--- config.mk ---
export PLATFORM = sky130hd
export DESIGN_NAME = universal_serial_unit
export DESIGN_NICKNAME = d
export VERILOG_FILES = /design/src/verilog/usi_pkg.sv /design/src/verilog/universal_serial_unit.sv
export VERILOG_INCLUDE_DIRS = /design/src /design/src/verilog
export SDC_FILE = /design/constraint.sdc
export NUM_CORES = 1
export LEC_CHECK = 0
export BUFFER_PORTS_ARGS = -buffer_cell sky130_fd_sc_hd__clkbuf_2
export CAP_MARGIN = 20
export CORE_MARGIN = 4
export CORE_UTILIZATION = 50
export CTS_BUF_LIST = sky130_fd_sc_hd__clkbuf_4 sky130_fd_sc_hd__clkbuf_8
export DETAILED_ROUTE_END_ITERATION = 8
export PLACE_DENSITY = 0.79
export RECOVER_POWER = 50
export SYNTH_ARGS = -nofsm -noshare
export SYNTH_HDL_FRONTEND = slang
export SYNTH_SLANG_ARGS = --single-unit
--- constraint.sdc ---
create_clock -name i_core_clk -period 2.85 [get_ports i_core_clk]
set_clock_uncertainty 0.1 [all_clocks]
set_input_delay 0.285 -clock i_core_clk [delete_from_list [all_inputs] [get_ports i_core_clk]]
set_output_delay 0.285 -clock i_core_clk [all_outputs]
set_load 0.02 [all_outputs]
--- src/verilog/usi_map.svh ---
`ifndef USI_MAP_SVH
`define USI_MAP_SVH

// ****************************************************************
// register byte offsets
// ****************************************************************
`define USI_OFF_STATUS 12'h000
`define USI_OFF_CTRL 12'h004
`define USI_OFF_DATA 12'h008
`define USI_OFF_PORT 12'h00c

// ****************************************************************
// status fields
// ****************************************************************
`define USI_ST_START 7
`define USI_ST_OVF 6
`define USI_ST_STOP 5
`define USI_ST_COLL 4
`define USI_ST_CNT_HI 3
`define USI_ST_CNT_LO 0

// ****************************************************************
// control fields
// ****************************************************************
`define USI_CR_START_IE 7
`define USI_CR_OVF_IE 6
`define USI_CR_WM_HI 5
`define USI_CR_WM_LO 4
`define USI_CR_CS_HI 3
`define USI_CR_CS_LO 2
`define USI_CR_CLK_STB 1
`define USI_CR_TGL_STB 0

// ****************************************************************
// port / direction fields
// ****************************************************************
`define USI_PT_DO 0
`define USI_PT_SDA 1
`define USI_PT_CLK 2
`define USI_PT_DIR_DO 4
`define USI_PT_DIR_SDA 5
`define USI_PT_DIR_CLK 6

// ****************************************************************
// reset values and constants
// ****************************************************************
`define USI_RST_BYTE 8'h00
`define USI_RST_CNT 4'h0
`define USI_CNT_MAX 4'hf
`define USI_CNT_ONE 4'h1
`define USI_RDATA_ZERO 32'h0000_0000

`endif

--- src/verilog/usi_pkg.sv ---
package usi_pkg;

  typedef enum logic [1:0] {
    WM_OFF = 2'b00,
    WM_THREE = 2'b01,
    WM_TWO = 2'b10,
    WM_TWO_HOLD = 2'b11
  } wire_mode_t;

  typedef enum logic [1:0] {
    CS_SOFT = 2'b00,
    CS_TIMER = 2'b01,
    CS_EXT_POS = 2'b10,
    CS_EXT_NEG = 2'b11
  } clk_src_t;

endpackage

--- src/verilog/universal_serial_unit.sv ---
// The APB slave port and the placing of the registers were decided locally.
`include "usi_map.svh"

module universal_serial_unit
  import usi_pkg::*;
(
  // clock and reset
  input wire logic i_core_clk,
  input wire logic i_reset_n,
  // apb slave
  input wire logic i_psel,
  input wire logic i_penable,
  input wire logic i_pwrite,
  input wire logic [11:0] i_paddr,
  input wire logic [31:0] i_pwdata,
  output logic [31:0] o_prdata,
  output logic o_pready,
  output logic o_pslverr,
  // system side
  input wire logic i_timer0_match,
  input wire logic i_global_irq_enable,
  output logic o_start_irq,
  output logic o_overflow_irq,
  // data output pin
  output logic o_do_pin_out,
  output logic o_do_pin_oe_n,
  // data input / serial data pin
  input wire logic i_sda_pin_in,
  output logic o_sda_pin_out,
  output logic o_sda_pin_oe_n,
  output logic o_sda_pullup,
  // serial clock pin
  input wire logic i_clk_pin_in,
  output logic o_clk_pin_out,
  output logic o_clk_pin_oe_n,
  output logic o_clk_pullup
);

  // ****************************************************************
  // address decode
  // ****************************************************************
  function automatic logic reg_hit(input logic [11:0] addr,
                                   input logic [11:0] off);
    reg_hit = (addr == off);
  endfunction

  logic pready_reg;
  logic acc;
  logic wr_en;
  logic st_wr;
  logic cr_wr;
  logic dr_wr;
  logic pt_wr;
  logic mapped;

  assign acc = i_psel & i_penable;
  assign wr_en = acc & pready_reg & i_pwrite;
  assign st_wr = wr_en & reg_hit(i_paddr, `USI_OFF_STATUS);
  assign cr_wr = wr_en & reg_hit(i_paddr, `USI_OFF_CTRL);
  assign dr_wr = wr_en & reg_hit(i_paddr, `USI_OFF_DATA);
  assign pt_wr = wr_en & reg_hit(i_paddr, `USI_OFF_PORT);
  assign mapped = reg_hit(i_paddr, `USI_OFF_STATUS) |
                  reg_hit(i_paddr, `USI_OFF_CTRL) |
                  reg_hit(i_paddr, `USI_OFF_DATA) |
                  reg_hit(i_paddr, `USI_OFF_PORT);

  // ****************************************************************
  // pin synchronisers and edge detect
  // ****************************************************************
  logic sda_meta_reg;
  logic sda_sync_reg;
  logic sda_prev_reg;
  logic clk_meta_reg;
  logic clk_sync_reg;
  logic clk_prev_reg;

  always_ff @(posedge i_core_clk or negedge i_reset_n) begin
    if (!i_reset_n) begin
      sda_meta_reg <= 1'b1;
      sda_sync_reg <= 1'b1;
      sda_prev_reg <= 1'b1;
      clk_meta_reg <= 1'b1;
      clk_sync_reg <= 1'b1;
      clk_prev_reg <= 1'b1;
    end else begin
      sda_meta_reg <= i_sda_pin_in;
      sda_sync_reg <= sda_meta_reg;
      sda_prev_reg <= sda_sync_reg;
      clk_meta_reg <= i_clk_pin_in;
      clk_sync_reg <= clk_meta_reg;
      clk_prev_reg <= clk_sync_reg;
    end
  end

  logic clk_rise;
  logic clk_fall;
  logic start_det;
  logic stop_det;

  assign clk_rise = clk_sync_reg & ~clk_prev_reg;
  assign clk_fall = ~clk_sync_reg & clk_prev_reg;
  // data edge while clock high marks start (fall) or stop (rise)
  assign start_det = clk_sync_reg & clk_prev_reg & sda_prev_reg &
                     ~sda_sync_reg;
  assign stop_det = clk_sync_reg & clk_prev_reg & ~sda_prev_reg &
                    sda_sync_reg;

  // ****************************************************************
  // control register
  // ****************************************************************
  logic start_ie_reg;
  logic ovf_ie_reg;
  wire_mode_t wire_mode_reg;
  clk_src_t clk_src_reg;
  logic clk_sel_reg;

  always_ff @(posedge i_core_clk or negedge i_reset_n) begin
    if (!i_reset_n) begin
      start_ie_reg <= 1'b0;
      ovf_ie_reg <= 1'b0;
      wire_mode_reg <= WM_OFF;
      clk_src_reg <= CS_SOFT;
      clk_sel_reg <= 1'b0;
    end else if (cr_wr) begin
      start_ie_reg <= i_pwdata[`USI_CR_START_IE];
      ovf_ie_reg <= i_pwdata[`USI_CR_OVF_IE];
      wire_mode_reg <= wire_mode_t'(i_pwdata[`USI_CR_WM_HI:`USI_CR_WM_LO]);
      clk_src_reg <= clk_src_t'(i_pwdata[`USI_CR_CS_HI:`USI_CR_CS_LO]);
      clk_sel_reg <= i_pwdata[`USI_CR_CLK_STB];
    end
  end

  // ****************************************************************
  // clock source selection
  // ****************************************************************
  logic two_wire;
  logic soft_stb;
  logic tgl_stb;
  logic shift_clk;
  logic cnt_clk;
  clk_src_t cur_src;
  logic cur_sel;

  assign two_wire = wire_mode_reg[1];
  // strobes act on the values carried by the same write
  assign cur_src = cr_wr ?
                   clk_src_t'(i_pwdata[`USI_CR_CS_HI:`USI_CR_CS_LO]) :
                   clk_src_reg;
  assign cur_sel = cr_wr ? i_pwdata[`USI_CR_CLK_STB] : clk_sel_reg;
  assign soft_stb = cr_wr & i_pwdata[`USI_CR_CLK_STB];
  assign tgl_stb = cr_wr & i_pwdata[`USI_CR_TGL_STB];

  always_comb begin
    shift_clk = 1'b0;
    cnt_clk = 1'b0;
    case (cur_src)
      CS_SOFT: begin
        shift_clk = soft_stb;
        cnt_clk = soft_stb;
      end
      CS_TIMER: begin
        shift_clk = i_timer0_match;
        cnt_clk = i_timer0_match;
      end
      CS_EXT_POS: begin
        shift_clk = clk_rise;
        cnt_clk = cur_sel ? tgl_stb : (clk_rise | clk_fall);
      end
      CS_EXT_NEG: begin
        shift_clk = clk_fall;
        cnt_clk = cur_sel ? tgl_stb : (clk_rise | clk_fall);
      end
      default: begin
        shift_clk = 1'b0;
        cnt_clk = 1'b0;
      end
    endcase
  end

  // ****************************************************************
  // shift register and output latch
  // ****************************************************************
  logic [7:0] shift_reg;
  logic do_latch_reg;
  logic msb_out;

  // a write in the same cycle as a shift wins, no shift done
  always_ff @(posedge i_core_clk or negedge i_reset_n) begin
    if (!i_reset_n) begin
      shift_reg <= `USI_RST_BYTE;
    end else if (dr_wr) begin
      shift_reg <= i_pwdata[7:0];
    end else if (shift_clk) begin
      shift_reg <= {shift_reg[6:0], sda_sync_reg};
    end
  end

  always_ff @(posedge i_core_clk or negedge i_reset_n) begin
    if (!i_reset_n) begin
      do_latch_reg <= 1'b0;
    end else if (clk_src_reg == CS_EXT_POS ? clk_fall : clk_rise) begin
      do_latch_reg <= shift_reg[7];
    end
  end

  assign msb_out = clk_src_reg[1] ? do_latch_reg : shift_reg[7];

  // ****************************************************************
  // transfer counter
  // ****************************************************************
  logic [3:0] cnt_reg;
  logic wrap;

  assign wrap = cnt_clk & (cnt_reg == `USI_CNT_MAX) & ~st_wr;

  always_ff @(posedge i_core_clk or negedge i_reset_n) begin
    if (!i_reset_n) begin
      cnt_reg <= `USI_RST_CNT;
    end else if (st_wr) begin
      cnt_reg <= i_pwdata[`USI_ST_CNT_HI:`USI_ST_CNT_LO];
    end else if (cnt_clk) begin
      cnt_reg <= cnt_reg + `USI_CNT_ONE;
    end
  end

  // ****************************************************************
  // status flags, set wins over write-one clear except overflow, whose wrap set is blocked by any status write
  // ****************************************************************
  logic start_flag_reg;
  logic ovf_flag_reg;
  logic stop_flag_reg;
  logic start_set;

  assign start_set = two_wire ? start_det : cnt_clk;

  always_ff @(posedge i_core_clk or negedge i_reset_n) begin
    if (!i_reset_n) begin
      start_flag_reg <= 1'b0;
    end else if (start_set) begin
      start_flag_reg <= 1'b1;
    end else if (st_wr & i_pwdata[`USI_ST_START]) begin
      start_flag_reg <= 1'b0;
    end
  end

  always_ff @(posedge i_core_clk or negedge i_reset_n) begin
    if (!i_reset_n) begin
      ovf_flag_reg <= 1'b0;
    end else if (wrap) begin
      ovf_flag_reg <= 1'b1;
    end else if (st_wr & i_pwdata[`USI_ST_OVF]) begin
      ovf_flag_reg <= 1'b0;
    end
  end

  always_ff @(posedge i_core_clk or negedge i_reset_n) begin
    if (!i_reset_n) begin
      stop_flag_reg <= 1'b0;
    end else if (two_wire & stop_det) begin
      stop_flag_reg <= 1'b1;
    end else if (st_wr & i_pwdata[`USI_ST_STOP]) begin
      stop_flag_reg <= 1'b0;
    end
  end

  assign o_start_irq = start_flag_reg & start_ie_reg &
                       i_global_irq_enable;
  assign o_overflow_irq = ovf_flag_reg & ovf_ie_reg &
                          i_global_irq_enable;

  // ****************************************************************
  // port and direction register
  // ****************************************************************
  logic [7:0] port_reg;

  always_ff @(posedge i_core_clk or negedge i_reset_n) begin
    if (!i_reset_n) begin
      port_reg <= `USI_RST_BYTE;
    end else if (pt_wr) begin
      port_reg <= i_pwdata[7:0];
    end else if (tgl_stb) begin
      port_reg[`USI_PT_CLK] <= ~port_reg[`USI_PT_CLK];
    end
  end

  // ****************************************************************
  // pin drivers
  // ****************************************************************
  logic p_do;
  logic p_sda;
  logic p_clk;
  logic d_do;
  logic d_sda;
  logic d_clk;
  logic clk_hold;

  assign p_do = port_reg[`USI_PT_DO];
  assign p_sda = port_reg[`USI_PT_SDA];
  assign p_clk = port_reg[`USI_PT_CLK];
  assign d_do = port_reg[`USI_PT_DIR_DO];
  assign d_sda = port_reg[`USI_PT_DIR_SDA];
  assign d_clk = port_reg[`USI_PT_DIR_CLK];
  assign clk_hold = start_flag_reg |
                    ((wire_mode_reg == WM_TWO_HOLD) & ovf_flag_reg);

  always_ff @(posedge i_core_clk or negedge i_reset_n) begin
    if (!i_reset_n) begin
      o_do_pin_out <= 1'b0;
      o_do_pin_oe_n <= 1'b1;
      o_sda_pin_out <= 1'b0;
      o_sda_pin_oe_n <= 1'b1;
      o_sda_pullup <= 1'b0;
      o_clk_pin_out <= 1'b0;
      o_clk_pin_oe_n <= 1'b1;
      o_clk_pullup <= 1'b0;
    end else begin
      // plain port behaviour unless a mode overrides it
      o_do_pin_out <= (wire_mode_reg == WM_THREE) ? msb_out : p_do;
      o_do_pin_oe_n <= ~d_do;
      if (two_wire) begin
        o_sda_pin_out <= 1'b0;
        o_sda_pin_oe_n <= ~(d_sda & (~msb_out | ~p_sda));
        o_sda_pullup <= 1'b0;
        o_clk_pin_out <= 1'b0;
        o_clk_pin_oe_n <= ~(d_clk & (~p_clk | clk_hold));
        o_clk_pullup <= 1'b0;
      end else begin
        o_sda_pin_out <= p_sda;
        o_sda_pin_oe_n <= ~d_sda;
        o_sda_pullup <= ~d_sda & p_sda;
        o_clk_pin_out <= p_clk;
        o_clk_pin_oe_n <= ~d_clk;
        o_clk_pullup <= ~d_clk & p_clk;
      end
    end
  end

  // ****************************************************************
  // apb read path, one wait state
  // ****************************************************************
  always_ff @(posedge i_core_clk or negedge i_reset_n) begin
    if (!i_reset_n) begin
      pready_reg <= 1'b0;
      o_prdata <= `USI_RDATA_ZERO;
      o_pslverr <= 1'b0;
    end else if (acc & ~pready_reg) begin
      pready_reg <= 1'b1;
      o_pslverr <= ~mapped;
      o_prdata <= `USI_RDATA_ZERO;
      if (reg_hit(i_paddr, `USI_OFF_STATUS)) begin
        o_prdata[7:0] <= {start_flag_reg, ovf_flag_reg, stop_flag_reg,
                          two_wire & (shift_reg[7] != sda_sync_reg),
                          cnt_reg};
      end else if (reg_hit(i_paddr, `USI_OFF_CTRL)) begin
        o_prdata[7:0] <= {start_ie_reg, ovf_ie_reg, wire_mode_reg,
                          clk_src_reg, 2'b00};
      end else if (reg_hit(i_paddr, `USI_OFF_DATA)) begin
        o_prdata[7:0] <= shift_reg;
      end else if (reg_hit(i_paddr, `USI_OFF_PORT)) begin
        o_prdata[7:0] <= port_reg;
      end
    end else begin
      pready_reg <= 1'b0;
      o_pslverr <= 1'b0;
    end
  end

  assign o_pready = pready_reg;
endmodule

==> flow_metrics.py <==
metrics = {
    "finish": {
        "fillCellCount": 477,
        "final_cell_mix": "clkbuf_2, dfrtp_1, nand2_1",
        "drive_above_1_share_pct": 35.0,
        "final_area_sq_mm": 0.00347,
        "syn_to_final_growth_pct": 17.0,
        "antenna_cells": 0,
        "final_cells": 418,
        "final_common_cell": "clkbuf_2",
        "final_nets": 402,
        "utilization_pct": 61.5,
    },
    "die": {
        "fp-row-count": 27,
        "start_util_pct": 52.6,
        "dieArea_sq_mm": 0.00723,
        "pin_count": 97,
        "fp.dieW_um": 85.0,
        "design.core.area_sq_mm": 0.00564,
        "die_h_um": 85.0,
    },
    "routing": {
        "vias": 2317,
        "drt_pre_antenna_iters": 4,
        "drc": 0,
        "antenna_left": 0,
        "wl_um": 6810,
        "routed_via_density": 5.54,
        "wire_per_inst_um": 16.3,
        "drt_iter0_drc": 216,
    },
    "yosys": {
        "avgSynthCellArea_sq_um": 10.8,
        "netlist_area_sq_mm": 0.00297,
        "synth-edff-count": 0,
        "yosysSeqAreaShare_pct": 46.8,
        "async_reset_ff_share_pct": 100,
        "synth-main-ff-cell": "dfrtp_1",
        "synth_cells": 276,
        "yosys_register_bits": 55,
        "ys_warn_count": 0,
        "ys_types": 45,
    },
    "sta": {
        "finalCritPeriodShare_pct": 89.2,
        "setup_viol": 0,
        "slew_viol_final": 0,
        "tightest_slew_ps": 1320,
        "min_period_ps": 2540,
        "rsz0062_at_grt": "false",
        "finalHoldViolCount": 0,
        "fmax_mhz": 393,
        "hold_slack_ps": 110,
        "setup_ws_ps": 307,
        "tns_ps": 0,
        "slew_headroom_pct": 12.3,
    },
    "global_routing": {
        "track_usage_pct": 19.1,
        "grt_max_degree": 56,
        "grt_pass1_vias": 2278,
        "antenna_found_initial": 0,
        "overflow": 0,
        "grt_pass1_wl_um": 11100,
    },
    "worst_hold_path": {
        "hold_path.class": "in2reg",
        "min_to": "wire_mode_reg[0]",
        "holdPathStages": 3,
        "min_from": "i_pwdata[4]",
    },
    "critical_path": {
        "cp.required_ps": 2940,
        "reg2reg_from": "o_pready",
        "crit_type": "in2reg",
        "cp_max_fo": 8,
        "arrival_ps": 2630,
        "reg2reg_depth": 8,
        "crit_family": "simple AND/OR/NAND/NOR gates",
        "path_cells": "clkbuf_2 -> or4_1 -> nor4_2 -> buf_4 -> mux2i_1 -> mux2_2 -> or3_1 -> o31ai_1 -> nor3_2",
        "critPathMaxStageDelay_ps": 550,
        "start_kind": "input pin",
        "timing.rr.end": "shift_reg[6]",
        "crit_slowest_cell": "or4_1",
        "end_kind": "flip-flop",
        "cp_num_buf_inv": 2,
        "rrSetupSlack_ps": 390,
    },
    "place": {
        "numPlacedInstances": 408,
        "routabilityCongestion": 0.891,
        "hpwlAfterDp_um": 5040,
        "dpl-instance-area_sq_mm": 0.00332,
        "numPortBuffers": 48,
        "pre_cts_slack_ps": 12.4,
    },
    "pwr": {
        "p_clk_share_pct": 40.0,
        "switching_power_mw": 0.343,
        "cell_internal_pwr_mw": 1.19,
        "pwr-share-comb_pct": 7.9,
        "ir_worst_vdd_mv": 0.254,
        "leakagePower_nw": 1.73,
        "power_mw": 1.53,
        "p_sw_share_pct": 22.4,
        "seq_power_share_pct": 52.2,
        "p_per_area_mw_per_mm2": 440,
    },
    "job": {
        "drv_cap": 0,
    },
    "cts": {
        "numCtsBuffers": 5,
        "postCtsSetupBuffers": 0,
        "clk_pin_slew_worst_paths_ps": 90,
        "clk_path_buf_depth": 2,
        "cts_max_level": 2,
        "cts_tree": "built",
        "clock_latency_ps": 320,
        "cts_sinks": 55,
        "cts_root_buf": "clkbuf_8",
    },
    "run_status": {
        "run_status": "completed",
    },
}
power by group through the flow:
stage	sequential (mW)	combinational, mW	clock, mW
5_1_grt	0.799	0.132	0.648
3_5_place_dp	0.813	0.119	0
6_report	0.798	0.120	0.612
2_1_floorplan	0.813	0.0860	0
4_1_cts	0.798	0.121	0.616
3_3_place_gp	0.812	0.116	0
layout make-up:
class	count	area, sq um	area share (%)
repair buffers	73	430	12.4
well taps	72	90.1	2.59
clock buffers	6	76.3	2.20
multi-input cells	203	1400	40.4
clock inverters	2	60.1	1.73
flip-flops and latches	55	1390	40.0
inverters	7	26.3	0.757
synthesized netlist by cell type (2+ instances only):
master,count,area (sq um)
nor2b_1,6,37.5
o32ai_1,8,70.1
xor2_1,5,43.8
mux4_2,6,135
dfstp_2,9,236
and3_1,3,18.8
inv_1,7,26.3
nor4_1,2,12.5
or3_1,8,50.1
or4_4,3,33.8
dfrtp_1,46,1150
buf_6,2,22.5
a21oi_1,6,30.0
nor3_2,7,70.1
buf_4,25,188
ha_1,4,50.1
clkbuf_1,4,15.0
nand3_1,14,70.1
mux2i_1,5,50.1
nand2_1,40,150
o31ai_1,10,75.1
o21ai_0,6,30.0
nor2_1,16,60.1
mux2_2,13,146
metal layers:
metal	up-vias	GRT usage (%)	routed length, um
met5	-	0	0
met4	0	6.47	131
met3	16	4.47	476
met2	98	32.3	3390
met1	1126	24.0	2820
li1	1077	-	-
logic make-up (layout without fill, tap and decap cells):
| logic type | count (synthesis) | after routing | synth area share [%] |
|---|---|---|---|
| flip-flops | 55 | 55 | 46.8 |
| XOR/XNOR | 5 | 5 | 1.48 |
| other | 1 | 24 | 0.126 |
| multiplexers | 24 | 24 | 11.2 |
| AND/OR/NAND/NOR | 110 | 110 | 20.8 |
| buffers and inverters | 41 | 88 | 8.94 |
| AO/OA/AOI/OAI | 36 | 36 | 9.02 |
| adder cells (fa/ha/maj) | 4 | 4 | 1.69 |
timing repair:
item | CTS | global route
setup endpoints to repair | 0 | 0
endpoints found under the hold margin | 2 | 0
resized for setup | 0 | 0
hold buffers | 2 | 0
worst max path at each step:
| stage | startpoint | endpoint | slack (ps) | cells past startpoint |
|---|---|---|---|---|
| 3_5_place_dp | i_paddr[7] | shift_reg[7] | 10 | 9 |
| 5_1_grt | i_paddr[7] | shift_reg[6] | 170 | 9 |
| 3_3_place_gp | i_paddr[7] | shift_reg[3] | 30 | 9 |
| 6_report | i_paddr[7] | shift_reg[6] | 310 | 9 |
| 4_1_cts | i_paddr[7] | shift_reg[6] | 300 | 9 |
| 2_1_floorplan | i_paddr[7] | shift_reg[1] | 50 | 8 |
worst register-to-register path: cells and delay by family (launching register included):
family	cells	cell delay (ps)
multiplexers	2	690
flip-flops	1	360
AO/OA/AOI/OAI	1	120
buffers and inverters	1	200
AND/OR/NAND/NOR	4	870
No activity file was read; power rests on OpenSTA's default activity.
